## src/hw/bsfs_consts.svh

```systemverilog
// constants for the boot select and flash security block
// assumes inclusion by bare name from any file of the block
`ifndef BSFS_CONSTS_SVH
`define BSFS_CONSTS_SVH

// flash program control command values
`define BSFS_FPC_RESET 8'h00
`define BSFS_FPC_LOADER_ENTRY 8'h03
`define BSFS_FPC_LOADER_UPDATE 8'h01
`define BSFS_FPC_SW_RESTART 8'h83

// security option bit positions
`define BSFS_OPT_LOCK 0
`define BSFS_OPT_CTR_INHIBIT 1
`define BSFS_OPT_REBOOT_AB 4
`define BSFS_OPT_REBOOT_C 5

// security option erased value
`define BSFS_OPT_RESET 8'hFF

`endif

```

## src/hw/bsfs_pkg.sv

```systemverilog
// types shared by the boot select and flash security block
// assumes nothing beyond a SystemVerilog compiler
package bsfs_pkg;

    // gray along app -> loader; update is one bit from app as well
    typedef enum logic [1:0] {
        BSFS_ST_APP = 2'b00,
        BSFS_ST_LDR = 2'b01,
        BSFS_ST_UPD = 2'b10
    } bsfs_state_t;

endpackage

```

## src/hw/bsfs_option_store.sv

```systemverilog
// security option register, reachable only by the external programmer
// assumes programmer strobes are synchronous to clk and one cycle long
`timescale 1ns/1ps
`default_nettype none
`include "bsfs_consts.svh"

module bsfs_option_store import bsfs_pkg::*; #(
    parameter int OPT_W = 8
) (
    input wire logic clk,
    input wire logic arst_n,
    input wire logic clk_en,
    input wire logic prog_mode,
    input wire logic prog_wr,
    input wire logic prog_rd,
    input wire logic prog_erase_all,
    input wire logic [OPT_W-1:0] prog_wdata,
    output logic [OPT_W-1:0] prog_rdata,
    output logic prog_refused,
    output logic [OPT_W-1:0] opt
);

    logic unlocked;
    logic access_ok;

    assign unlocked = opt[`BSFS_OPT_LOCK];
    assign access_ok = prog_mode & unlocked;

    // flops stand in for the non-volatile cells; arst_n models a blank part
    always_ff @(posedge clk or negedge arst_n) begin
        if (!arst_n) begin
            opt <= OPT_W'(`BSFS_OPT_RESET);
        end else if (clk_en) begin
            if (prog_mode && prog_erase_all) begin
                // erase-all is the only way back to ones, even when locked
                opt <= OPT_W'(`BSFS_OPT_RESET);
            end else if (prog_wr && access_ok) begin
                // programming can only pull bits low
                opt <= opt & prog_wdata;
            end
        end
    end

    always_ff @(posedge clk or negedge arst_n) begin
        if (!arst_n) begin
            prog_rdata <= '0;
        end else if (clk_en) begin
            if (prog_rd) begin
                prog_rdata <= access_ok ? opt : '0;
            end
        end
    end

    always_ff @(posedge clk or negedge arst_n) begin
        if (!arst_n) begin
            prog_refused <= 1'b0;
        end else if (clk_en) begin
            prog_refused <= (prog_rd | (prog_wr & ~prog_erase_all)) & ~access_ok;
        end
    end

endmodule // bsfs_option_store

`default_nettype wire

```

## src/hw/bsfs_top.sv

```systemverilog
// boot source selection, in-system loader switching and code protection
// assumes all inputs synchronous to clk; ext_reset is the reset pin level
`timescale 1ns/1ps
`default_nettype none
`include "bsfs_consts.svh"

// Contract
// after external reset, fetch from application flash unless reboot selects loader
// option bit 4 low, reset high, straps a and b low: boot loader
// option bit 5 low, reset high, strap c low: boot loader
// board pulls straps high and keeps them safe during reset
// control register 03h at idle: switch fetch to loader and reset
// writing 83h from loader: software reset back to application flash
// control register 01h at idle: stay in application, update loader, continue
// option register reachable only in programmer mode, never from normal execution
// option bits default to one; only full erase returns them to one
// lock bit low refuses all flash and option register access; erase-all in programmer mode is still taken when locked
// inhibit bit low: table read from external code reaches external only
// table read from internal code reaches all; inhibit high: unrestricted
// straps sampled during reset; boot source held until reset or switch
module bsfs_top import bsfs_pkg::*; #(
    parameter int OPT_W = 8,
    parameter int FPC_W = 8
) (
    input wire logic clk,
    input wire logic arst_n,
    input wire logic clk_en,
    input wire logic ext_reset,
    input wire logic strap_pin_a,
    input wire logic strap_pin_b,
    input wire logic strap_pin_c,
    input wire logic cpu_idle,
    input wire logic fpc_wr,
    input wire logic [FPC_W-1:0] fpc_wdata,
    output logic [FPC_W-1:0] fpc_rdata,
    input wire logic ldr_update_done,
    output logic fetch_from_loader,
    output logic ldr_update_active,
    output logic sys_reset_req,
    input wire logic prog_mode,
    input wire logic prog_wr,
    input wire logic prog_rd,
    input wire logic prog_erase_all,
    input wire logic [OPT_W-1:0] prog_wdata,
    output logic [OPT_W-1:0] prog_rdata,
    output logic prog_refused,
    output logic flash_access_ok,
    input wire logic ctr_req,
    input wire logic ctr_exec_ext,
    input wire logic ctr_target_int,
    output logic ctr_valid,
    output logic ctr_to_internal,
    output logic ctr_redirected
);

    bsfs_state_t state;
    logic [FPC_W-1:0] flash_program_control;
    logic [OPT_W-1:0] opt;
    logic reboot_ab;
    logic reboot_c;
    logic reboot_cond;
    logic idle_enter_ldr;
    logic idle_update_ldr;
    logic sw_restart;
    logic ctr_int_allowed;

    bsfs_option_store #(
        .OPT_W(OPT_W)
    ) u_opt (
        .clk(clk),
        .arst_n(arst_n),
        .clk_en(clk_en),
        .prog_mode(prog_mode),
        .prog_wr(prog_wr),
        .prog_rd(prog_rd),
        .prog_erase_all(prog_erase_all),
        .prog_wdata(prog_wdata),
        .prog_rdata(prog_rdata),
        .prog_refused(prog_refused),
        .opt(opt)
    );

    // straps are pulled high on the board, so a floating pin never reboots
    assign reboot_ab = ~opt[`BSFS_OPT_REBOOT_AB] & ~strap_pin_a & ~strap_pin_b;
    assign reboot_c = ~opt[`BSFS_OPT_REBOOT_C] & ~strap_pin_c;
    assign reboot_cond = reboot_ab | reboot_c;

    assign idle_enter_ldr = (state == BSFS_ST_APP) & cpu_idle
        & (flash_program_control == FPC_W'(`BSFS_FPC_LOADER_ENTRY));
    assign idle_update_ldr = (state == BSFS_ST_APP) & cpu_idle
        & (flash_program_control == FPC_W'(`BSFS_FPC_LOADER_UPDATE));
    assign sw_restart = (state == BSFS_ST_LDR) & fpc_wr
        & (fpc_wdata == FPC_W'(`BSFS_FPC_SW_RESTART));

    // boot source; ext_reset overrides everything so straps are sampled
    // for as long as the pin is held and the last sample is kept
    always_ff @(posedge clk or negedge arst_n) begin
        if (!arst_n) begin
            state <= BSFS_ST_APP;
        end else if (clk_en) begin
            if (ext_reset) begin
                state <= reboot_cond ? BSFS_ST_LDR : BSFS_ST_APP;
            end else begin
                unique case (state)
                    BSFS_ST_APP: begin
                        if (idle_enter_ldr) begin
                            state <= BSFS_ST_LDR;
                        end else if (idle_update_ldr) begin
                            state <= BSFS_ST_UPD;
                        end
                    end
                    BSFS_ST_LDR: begin
                        if (sw_restart) begin
                            state <= BSFS_ST_APP;
                        end
                    end
                    BSFS_ST_UPD: begin
                        if (ldr_update_done) begin
                            state <= BSFS_ST_APP;
                        end
                    end
                    default: begin
                        state <= BSFS_ST_APP;
                    end
                endcase
            end
        end
    end

    // command is consumed when it acts, 01h when its update is done, so a later idle does not repeat it
    always_ff @(posedge clk or negedge arst_n) begin
        if (!arst_n) begin
            flash_program_control <= FPC_W'(`BSFS_FPC_RESET);
        end else if (clk_en) begin
            if (ext_reset || idle_enter_ldr || sw_restart) begin
                flash_program_control <= FPC_W'(`BSFS_FPC_RESET);
            end else if (state == BSFS_ST_UPD && ldr_update_done) begin
                flash_program_control <= FPC_W'(`BSFS_FPC_RESET);
            end else if (fpc_wr) begin
                flash_program_control <= fpc_wdata;
            end
        end
    end

    assign fpc_rdata = flash_program_control;

    // one-cycle core reset request; the loader update keeps the core running
    always_ff @(posedge clk or negedge arst_n) begin
        if (!arst_n) begin
            sys_reset_req <= 1'b0;
        end else if (clk_en) begin
            sys_reset_req <= ~ext_reset & (idle_enter_ldr | sw_restart);
        end
    end

    assign fetch_from_loader = (state == BSFS_ST_LDR);
    assign ldr_update_active = (state == BSFS_ST_UPD);
    // flash array access for the programmer is gated by the lock bit
    assign flash_access_ok = prog_mode & opt[`BSFS_OPT_LOCK];

    // table reads from internal code are never restricted
    assign ctr_int_allowed = ~ctr_exec_ext | opt[`BSFS_OPT_CTR_INHIBIT];

    always_ff @(posedge clk or negedge arst_n) begin
        if (!arst_n) begin
            ctr_valid <= 1'b0;
            ctr_to_internal <= 1'b0;
            ctr_redirected <= 1'b0;
        end else if (clk_en) begin
            ctr_valid <= ctr_req;
            if (ctr_req) begin
                ctr_to_internal <= ctr_target_int & ctr_int_allowed;
                ctr_redirected <= ctr_target_int & ~ctr_int_allowed;
            end
        end
    end
endmodule // bsfs_top

`default_nettype wire

```

## config.mk

```make
export PLATFORM = sky130hd
export DESIGN_NAME = bsfs_top
export DESIGN_NICKNAME = d
export VERILOG_FILES = /design/src/hw/bsfs_pkg.sv /design/src/hw/bsfs_option_store.sv /design/src/hw/bsfs_top.sv
export VERILOG_INCLUDE_DIRS = /design/src /design/src/hw
export SDC_FILE = /design/constraint.sdc
export NUM_CORES = 1
export LEC_CHECK = 0
export BUFFER_PORTS_ARGS = -buffer_cell sky130_fd_sc_hd__buf_2
export CAP_MARGIN = 20
export CORE_UTILIZATION = 40
export CTS_CLUSTER_SIZE = 28
export DETAILED_ROUTE_END_ITERATION = 10
export HOLD_SLACK_MARGIN = 0.06
export PLACE_DENSITY = 0.69
export SYNTH_ARGS = -nofsm -noshare
export SYNTH_HDL_FRONTEND = slang
export SYNTH_HIERARCHICAL = 1
export SYNTH_SLANG_ARGS = --single-unit
```

## constraint.sdc

```tcl
create_clock -name clk -period 2.3 [get_ports clk]
set_input_delay 0 -clock clk [delete_from_list [all_inputs] [get_ports clk]]
set_output_delay 0 -clock clk [all_outputs]
set_load 0.01 [all_outputs]
```

==> results of run 1 <==
-- per-stage QoR --
stage               cell area [sq um]  worst slack (ns)
global route                     1990             0.258
detailed placement               1690             0.399
floorplan                        1370             0.639
CTS                              1990             0.381
global placement                 1690             0.560
finish                           1990             0.341
-- kinds of logic (layout without fill, tap and decap cells) --
logic type,after synthesis,count (layout),share of synthesized area (%)
AOI/OAI and AO/OA,34,34,19.2
buffers and inverters,8,95,2.84
DFF,31,31,57.5
muxes,2,2,1.92
and+or+nand+nor,43,43,18.5
-- critical path, stage by stage (launching register included) --
cell and delay (ns):
dfrtp_1 0.41, nor4_1 0.51, and4_1 0.37, o21ai_1 0.24, a22o_2 0.32
-- power groups by stage --
stage | sequential, mW | clock, mW | combinational (mW)
floorplan | 0.695 | 0 | 0.110
global placement | 0.679 | 0 | 0.233
detailed placement | 0.684 | 0 | 0.238
CTS | 0.674 | 0.312 | 0.272
global route | 0.686 | 0.333 | 0.299
finish | 0.676 | 0.301 | 0.272
-- final cells by class --
type                    count  share of cell area, %
inverters                   6                   1.13
well taps                  44                   2.77
flip-flops and latches     31                   39.5
clock buffers               5                   1.89
multi-input cells          79                   27.2
repair buffers             81                   26.7
clock inverters             3                  0.755
-- synthesized netlist by cell type, types with 2 or more instances --
cell,number
dfrtp_1,23
nand2_1,18
o21ai_0,10
a22o_1,8
a22o_2,8
dfstp_2,8
inv_1,6
nor2_1,4
nand4_1,3
nor2b_1,3
nand3b_1,2
o21ai_1,2
-- worst paths after layout --
| check | to | slack (ns) | depth (start not counted) |
|---|---|---|---|
| setup / recovery | fpc_rdata[3]$_DFFE_PN0P_ | 0.34 | 4 |
| hold / removal | state[1]$_DFFE_PN0P_ | 0.09 | 5 |
| setup reg to reg | fpc_rdata[3]$_DFFE_PN0P_ | 0.34 | 4 |
| hold reg to reg | u_opt/opt[0]$_DFFE_PN1P_ | 0.48 | 2 |
| max in group asynchronous | fpc_rdata[6]$_DFFE_PN0P_ | 1.62 | 2 |
| min in group asynchronous | u_opt/prog_rdata[0]$_DFFE_PN0P_ | 0.24 | 2 |
-- state kept, by name (all words and copies together) (netlist names) --
signal,cells
fpc_rdata,8
u_opt/opt,8
u_opt/prog_rdata,8
state,2
ctr_redirected,1
ctr_to_internal,1
ctr_valid,1
sys_reset_req,1
u_opt/prog_refused,1
-- routing by layer --
metal  global-route usage [%]  vias up  part of all wire (%)
li1                         -      603                     -
met1                     24.1      613                    44
met2                     34.9       43                    49
met3                     6.61        6                   5.7
met4                     8.12        0                   1.2
met5                        0        -                     0
==> metrics.yaml, run 1 <==
status: "complete, no violations"
cts_root_buf: "clkbuf_4"
drtIter0Drc: 47
portBuffers: 56
crit_fanout: 8
boundaryPins: 57
seq_area_sq_um: 786
layout_common_cells: "buf_2, dlygate4sd3_1, dfrtp_1"
criticalPathCategory: "reg -> reg"
nFillCells: 282
slew_violations: 0
fp.coreArea_sq_um: 3150
final_common_cell: "buf_2"
ys_seq_area_share_pct: 57.5
hp-start: "ldr_update_done"
switchingPower_uw: 365
power_frac_comb_pct: 21.8
p_total_mw: 1.25
initial_utilization_pct: 43.3
grt_overflow: 0
antenna_found_initial: 0
switching_share_pct: 29.2
tritoncts: "yes"
fp.dieW_um: 60.4
die_height_um: 60.4
multi_input_area_sq_um: 542
cts_setup_buffers: 0
setup_tns_ns: 0
syn_area_per_cell_sq_um: 11.6
syn_area_sq_um: 1370
drv_cap: 0
yosysWarnings: 6
synth.net_count: 151
clock-sinks: 31
grt_usage_pct: 20.5
clock_latency_ns: 0.33
grt_pass1_wl_um: 5380
cts_buffer_depth: 2
synth.top_cell.area_share_pct: 42.1
first_global_vias: 1253
r2r-start: "fpc_rdata[2]$_DFFE_PN0P_"
hpwl_um: 2380
syn2layout_area_growth_pct: 45.5
fin_util_pct: 63.1
cts_max_level: 2
ys_top_cells_by_area: "dfrtp_1, dfstp_2, a22o_2"
drt-total-wl_um: 3410
clkTransAtPathRegs_ns: 0.10
place_inst: 216
syn_inst: 118
dieArea_sq_um: 3650
finClkSkew_ns: 0.00441
crit_required_ns: 2.53
setup_viol: 0
cp-end-kind: "flop"
num_rows: 20
cts_buffers: 5
drc: 0
fmax_mhz: 510
setup.worst_path.start_class: "flop"
rsz0062_at_grt: "no"
hold_ws_ns: 0.0870
grt_max_degree: 32
dr.pass1.iters: 4
clkPwrFrac_pct: 24.1
ir_drop_v: 0.000344
worstMarginPinSlew_ns: 0.687
hold_viol_final: 0
ys_types: 35
startpoint: "fpc_rdata[2]$_DFFE_PN0P_"
route.vias.total: 1265
wl_per_cell_um: 13.7
period_needed_ns: 1.96
ys_seq_elements: 31
drt-vias-per-instance: 5.08
cts_resized: 0
final-instance-count-excl-fill: 249
drive_gt1_share_pct: 43.9
ys.flop_type: "dfrtp_1"
worst_hold_path_type: "in -> reg"
slew_headroom_pct: 54.2
hold_buffers: 25
p_leak_nw: 1.00
period_share_pct: 85.2
synth_edf_count: 0
fin_nets: 237
arrival_ns: 2.19
power_density_nw_per_um2: 628
power.internal_uw: 884
drtAntennaViolNets: 0
globalplace.congestion: 0.775
antennaDiodeCount: 0
synthArstFlopShare_pct: 100
synth_top_cell_by_area: "dfrtp_1"
seq_power_share_pct: 54.1
No activity file was read; power rests on OpenSTA's default activity.
==> run 2, diff against run 1 <==
--- a/config.mk
+++ b/config.mk
@@ -15,5 +15,4 @@
 export PLACE_DENSITY = 0.69
 export SYNTH_ARGS = -nofsm -noshare
 export SYNTH_HDL_FRONTEND = slang
-export SYNTH_HIERARCHICAL = 1
 export SYNTH_SLANG_ARGS = --single-unit
==> metrics.yaml, run 2 <==
initial_utilization_pct: 42.6  # was 43.3%
synth_edf_count: 0  # unchanged
crit_required_ns: 2.51  # was 2.53 ns
rsz0062_at_grt: "no"  # unchanged
synth_top_cell_by_area: "dfrtp_1"  # unchanged
synth_top_family_by_area: "compound AO/OA/AOI/OAI gates"  # unchanged
cts_buffer_depth: 2  # unchanged
drt-total-wl_um: 3480  # was 3410 um
drv_cap: 0  # unchanged
finClkSkew_ns: 0.00541  # was 0.00441 ns
syn2layout_area_growth_pct: 51.7  # was 45.5%
yosysWarnings: 0  # was 6
cts_max_level: 2  # unchanged
fmax_mhz: 582  # was 510 MHz
synthSimpleGateAreaFrac_pct: 15.4  # was 18.5%
period_needed_ns: 1.72  # was 1.96 ns
ys_top_cells_by_area: "dfrtp_1, dfstp_2, a22o_1"  # was dfrtp_1, dfstp_2, a22o_2
ys_types: 27  # was 35
globalplace.congestion: 0.820  # was 0.775
ys.flop_type: "dfrtp_1"  # unchanged
hold_buffers: 26  # was 25
slew_violations: 0  # unchanged
syn_area_per_cell_sq_um: 11.4  # was 11.6 sq um
ys_seq_area_share_pct: 59.9  # was 57.5%
power_density_nw_per_um2: 704  # was 628 nW/um^2
p_leak_nw: 1.01  # was 1.00 nW
clkTransAtPathRegs_ns: 0.10  # about the same
drc: 0  # unchanged
fin_util_pct: 64.7  # was 63.1%
synth.top_cell.area_share_pct: 43.9  # was 42.1%
nFillCells: 278  # was 282
final-instance-count-excl-fill: 248  # was 249
cts_buffers: 5  # unchanged
fin_ws_ns: 0.581  # was 0.341 ns
die_height_um: 59.3  # was 60.4 um
criticalPathCategory: "in -> reg"  # was reg -> reg
cts_root_buf: "clkbuf_4"  # unchanged
dr.pass1.iters: 4  # unchanged
portBuffers: 56  # unchanged
cts_resized: 0  # unchanged
crit_fanout: 2  # was 8
fp.dieW_um: 59.3  # was 60.4 um
hold_viol_final: 0  # unchanged
drive_gt1_share_pct: 37.7  # was 43.9%
grt_pass1_wl_um: 5830  # was 5380 um
synth_commonest_cells: "dfrtp_1, nand2_1, a22o_1"  # was dfrtp_1, nand2_1, o21ai_0
period_share_pct: 74.7  # was 85.2%
cts_setup_buffers: 0  # unchanged
route.vias.total: 1256  # was 1265
grt_usage_pct: 22.9  # was 20.5%
synth_most_common_cell: "dfrtp_1"  # unchanged
antenna_found_initial: 0  # unchanged
hpwl_um: 2400  # was 2380 um
final_common_cell: "buf_2"  # unchanged
synth_fa_ha_area_share_pct: 0  # unchanged
place_inst: 214  # was 216
first_global_vias: 1295  # was 1253
setup.worst_path.start_class: "input pin"  # was flop
dieArea_sq_um: 3510  # was 3650 sq um
setup_viol: 0  # unchanged
fin_nets: 236  # was 237
tritoncts: "yes"  # unchanged
layout_common_cells: "buf_2, dlygate4sd3_1, dfrtp_1"  # unchanged
fp.coreArea_sq_um: 3080  # was 3150 sq um
boundaryPins: 57  # unchanged
cp-end-kind: "flop"  # unchanged
drtIter0Drc: 53  # was 47
synthArstFlopShare_pct: 100  # unchanged
arrival_ns: 1.93  # was 2.19 ns
ir_drop_v: 0.000452  # was 0.000344 V
wl_per_cell_um: 14.0  # was 13.7 um
dp_slack_ns: 0.726  # was 0.399 ns
setup_tns_ns: 0  # unchanged
grt_max_degree: 32  # unchanged
syn_area_sq_um: 1310  # was 1370 sq um
slew_headroom_pct: 55.0  # was 54.2%
status: "complete, no violations"  # unchanged
worst_hold_path_type: "in -> reg"  # unchanged
worstMarginPinSlew_ns: 0.675  # was 0.687 ns
ys_seq_elements: 31  # unchanged
syn_inst: 115  # was 118
drt-vias-per-instance: 5.06  # was 5.08
synth_mux_area_share_pct: 1.62  # was 1.92%
synthXorXnorAreaFrac_pct: 0  # unchanged
num_rows: 20  # unchanged
synth-compound-area-share_pct: 20.8  # was 19.2%
antennaDiodeCount: 0  # unchanged
synth.net_count: 148  # was 151
grt_overflow: 0  # unchanged
drtAntennaViolNets: 0  # unchanged
clock_latency_ns: 0.32  # was 0.33 ns
clock-sinks: 31  # unchanged
[run 2: cell families (layout without fill, tap and decap cells)]
family	count (synthesis)	count (layout)
AO/OA/AOI/OAI	37	37
multiplexers	2	2
buffers and inverters	8	97
AND/OR/NAND/NOR	37	37
flip-flops	31	31
[run 2: path summary, 6_finish.rpt]
path                            depth (start not counted)                        endpoint                startpoint  slack [ns]
worst max register to register                          4        fpc_rdata[0]$_DFFE_PN0P_      state[0]$_DFFE_PN0P_        0.68
worst min-delay path                                    3        u_opt.opt[5]$_DFFE_PN1P_                 prog_mode        0.11
worst min register to register                          2        u_opt.opt[2]$_DFFE_PN1P_  u_opt.opt[2]$_DFFE_PN1P_        0.49
worst max-delay path                                    6  u_opt.prog_refused$_DFFE_PN0P_                   prog_rd        0.58
min in group asynchronous                               2            state[0]$_DFFE_PN0P_                    arst_n        0.24
max in group asynchronous                               2        fpc_rdata[3]$_DFFE_PN0P_                    arst_n        1.62
[run 2: metal layers]
layer	share of wire [%]	vias up	routed length [um]	track usage (%)
met5	0	-	0	0
li1	-	600	-	-
met4	0.83	0	29	10.5
met2	50	36	1750	37.1
met3	4.7	2	163	5.90
met1	44	618	1530	28.6
[run 2: through the flow]
stage                     instance area (sq um)  hold slack, ns  total power, mW
after floorplan                            1310          -0.296            0.807
after global placement                     1640          0.0666            0.920
after detailed placement                   1640          0.0858            0.929
after CTS                                  1990          0.0966             1.41
after global routing                       1990           0.126             1.48
final                                      1990           0.113             1.40
[run 2: area by class of cell]
type	count	area, sq um	share of cell area, %
clock buffer	6	51.3	2.58
sequential	31	786	39.5
inverter	7	26.3	1.32
multi-input combinational	76	497	25.0
timing repair buffer	82	541	27.2
tap	44	55.1	2.77
clock inverter	2	35.0	1.76
[run 2: worst max-delay path, stage by stage]
cell           delay (ns)
dlygate4sd3_1        0.52
buf_2                0.13
a21oi_1              0.10
dlygate4sd3_1        0.56
o2bb2ai_1            0.06
dlygate4sd3_1        0.56
[run 2: power by group]
group | leakage, nW | internal, mW | switching [mW]
sequential | 0.388 | 0.633 | 0.0488
combinational | 0.571 | 0.143 | 0.132
clock | 0.0482 | 0.257 | 0.189
==> run 3, diff against run 2 <==
--- a/config.mk
+++ b/config.mk
@@ -12,7 +12,7 @@
 export CTS_CLUSTER_SIZE = 28
 export DETAILED_ROUTE_END_ITERATION = 10
 export HOLD_SLACK_MARGIN = 0.06
-export PLACE_DENSITY = 0.69
+export PLACE_DENSITY = 0.72
 export SYNTH_ARGS = -nofsm -noshare
 export SYNTH_HDL_FRONTEND = slang
 export SYNTH_SLANG_ARGS = --single-unit
==> constraint.sdc (replaced) <==
create_clock -name clk -period 1.5 [get_ports clk]
set_input_delay 0 -clock clk [delete_from_list [all_inputs] [get_ports clk]]
set_output_delay 0 -clock clk [all_outputs]
set_load 0.01 [all_outputs]
==> metrics.yaml, run 3 (same netlist as run 2, synthesis figures left out) <==
seq_power_share_pct: 52.9  # was 48.6%
finClkSkew_ns: 0.0114  # was 0.00541 ns
fin_nets: 244  # was 236
setup_viol: 10  # was 0
crit_fanout: 7  # was 2
cts_buffer_depth: 2  # unchanged
grt_overflow: 0  # unchanged
multi_input_area_sq_um: 548  # was 497 sq um
slew_violations: 0  # unchanged
cp-end-kind: "flop"  # unchanged
globalplace.congestion: 0.903  # was 0.820
power_density_nw_per_um2: 962  # was 704 nW/um^2
dp_slack_ns: -0.0755  # was 0.726 ns
violations: "setup timing"
place_inst: 220  # was 214
final-instance-count-excl-fill: 256  # was 248
antenna_found_initial: 0  # unchanged
hpwl_um: 2560  # was 2400 um
route.vias.total: 1322  # was 1256
drtIter0Drc: 77  # was 53
worst_hold_path_type: "in -> reg"  # unchanged
drt-total-wl_um: 4000  # was 3480 um
criticalPathCategory: "reg -> reg"  # was in -> reg
num_rows: 20  # unchanged
power.internal_mw: 1.40  # was 1.03 mW
ir_drop_v: 0.000655  # was 0.000452 V
dpl-instance-area_sq_um: 1690  # was 1640 sq um
status: "finished with violations"  # was complete, no violations
clkPwrFrac_pct: 23.0  # was 31.8%
fmax_mhz: 616
clock_latency_ns: 0.32  # about the same
drt-vias-per-instance: 5.16  # was 5.06
switching_share_pct: 29.3  # was 26.4%
period_needed_ns: 1.62
rsz0062_at_grt: "yes"  # was no
grt_pass1_wl_um: 5890  # was 5830 um
fp.coreArea_sq_um: 3080  # unchanged
drc: 0  # unchanged
arrival_ns: 1.83  # was 1.93 ns
fin_util_pct: 67.0  # was 64.7%
die_height_um: 59.3  # unchanged
drive_gt1_share_pct: 42.0  # was 37.7%
setup.worst_path.start_class: "flop"  # was input pin
drtAntennaViolNets: 0  # unchanged
cts_max_level: 2  # unchanged
clock-sinks: 31  # unchanged
setup_tns_ns: -0.877  # was 0 ns
first_global_vias: 1290  # was 1295
slew_headroom_pct: 55.8  # was 55.0%
final_area_sq_um: 2060  # was 1990 sq um
final_common_cell: "buf_2"  # unchanged
syn2layout_area_growth_pct: 57.0  # was 51.7%
power_frac_comb_pct: 24.1  # was 19.6%
worstMarginPinSlew_ns: 0.664  # was 0.675 ns
grt_max_degree: 32  # unchanged
nFillCells: 229  # was 278
dieArea_sq_um: 3510  # unchanged
boundaryPins: 57  # unchanged
drv_cap: 0  # unchanged
p_total_mw: 1.98  # was 1.40 mW
cts_root_buf: "clkbuf_4"  # unchanged
hold_viol_final: 0  # unchanged
seq_area_sq_um: 786  # unchanged
p_leak_nw: 1.04  # was 1.01 nW
antennaDiodeCount: 0  # unchanged
clkTransAtPathRegs_ns: 0.10  # about the same
switchingPower_uw: 582  # was 369 uW
fp.dieW_um: 59.3  # unchanged
initial_utilization_pct: 42.6  # unchanged
hold_ws_ns: 0.0890  # was 0.113 ns
cts_buffers: 5  # unchanged
dr.pass1.iters: 4  # unchanged
period_share_pct: 108
wl_per_cell_um: 15.6  # was 14.0 um
crit_required_ns: 1.71  # was 2.51 ns
portBuffers: 56  # unchanged
layout_common_cells: "buf_2, dlygate4sd3_1, dfrtp_1"  # unchanged
fin_ws_ns: -0.122  # was 0.581 ns
grt_usage_pct: 23.6  # was 22.9%
tritoncts: "yes"  # unchanged
==> run 3: changes by cell type in the layout (fill, tap and decap cells not counted), sizes merged <==
| cell | before | now |
|---|---|---|
| buf | 56 | 66 |
| dlygate4sd3 | 26 | 24 |
| bufinv | 1 | 0 |
| clkbuf | 6 | 7 |
==> run 3: worst max-delay path, cell delays in order (launching register included) <==
cell,delay [ns]
dfrtp_1,0.43
buf_4,0.17
nand3b_1,0.25
and3_1,0.23
o211a_2,0.17
a22o_1,0.25
==> run 3: final cells by class <==
type	count	share of cell area [%]
multi-input combinational	76	26.6
sequential	31	38.1
tap	44	2.67
clock buffer	7	2.19
timing repair buffer	90	28.9
inverter	7	1.28
clock inverter	1	0.243
==> run 3: power by group through the flow <==
stage	Clock, mW	Combinational [mW]	Sequential (mW)
after floorplan	0	0.161	1.08
after global placement	0	0.376	1.05
after detailed placement	0	0.391	1.06
after CTS	0.460	0.451	1.05
after global routing	0.516	0.518	1.06
final	0.457	0.477	1.05
==> run 3: metal layers <==
metal,vias up,share of wire (%),GRT usage (%)
met5,-,0,0
met4,0,3.2,10.9
met3,14,4.7,4.37
met2,59,52,39.2
met1,634,40,29.9
li1,615,-,-
==> run 3: path summary, 6_finish.rpt <==
kind | startpoint | to | slack, ns | cells after the start
worst min-delay path | ext_reset | sys_reset_req$_DFFE_PN0P_ | 0.09 | 3
worst max register to register | state[0]$_DFFE_PN0P_ | fpc_rdata[2]$_DFFE_PN0P_ | -0.12 | 5
worst min register to register | u_opt.opt[1]$_DFFE_PN1P_ | u_opt.opt[1]$_DFFE_PN1P_ | 0.49 | 2
max in group asynchronous | arst_n | fpc_rdata[3]$_DFFE_PN0P_ | 0.82 | 2
min in group asynchronous | arst_n | u_opt.prog_rdata[3]$_DFFE_PN0P_ | 0.24 | 2
worst max-delay path | state[0]$_DFFE_PN0P_ | fpc_rdata[2]$_DFFE_PN0P_ | -0.12 | 5
==> run 3: repair_timing <==
item                                    in CTS  in global routing
endpoints found under the setup margin       8                 12
pin swaps                                    2                  1
hold buffers                                24                  0
gates cloned                                 0                  0
buffers inserted                             0                  4
endpoints found under the hold margin       43                  0
resized for setup                            4                  4
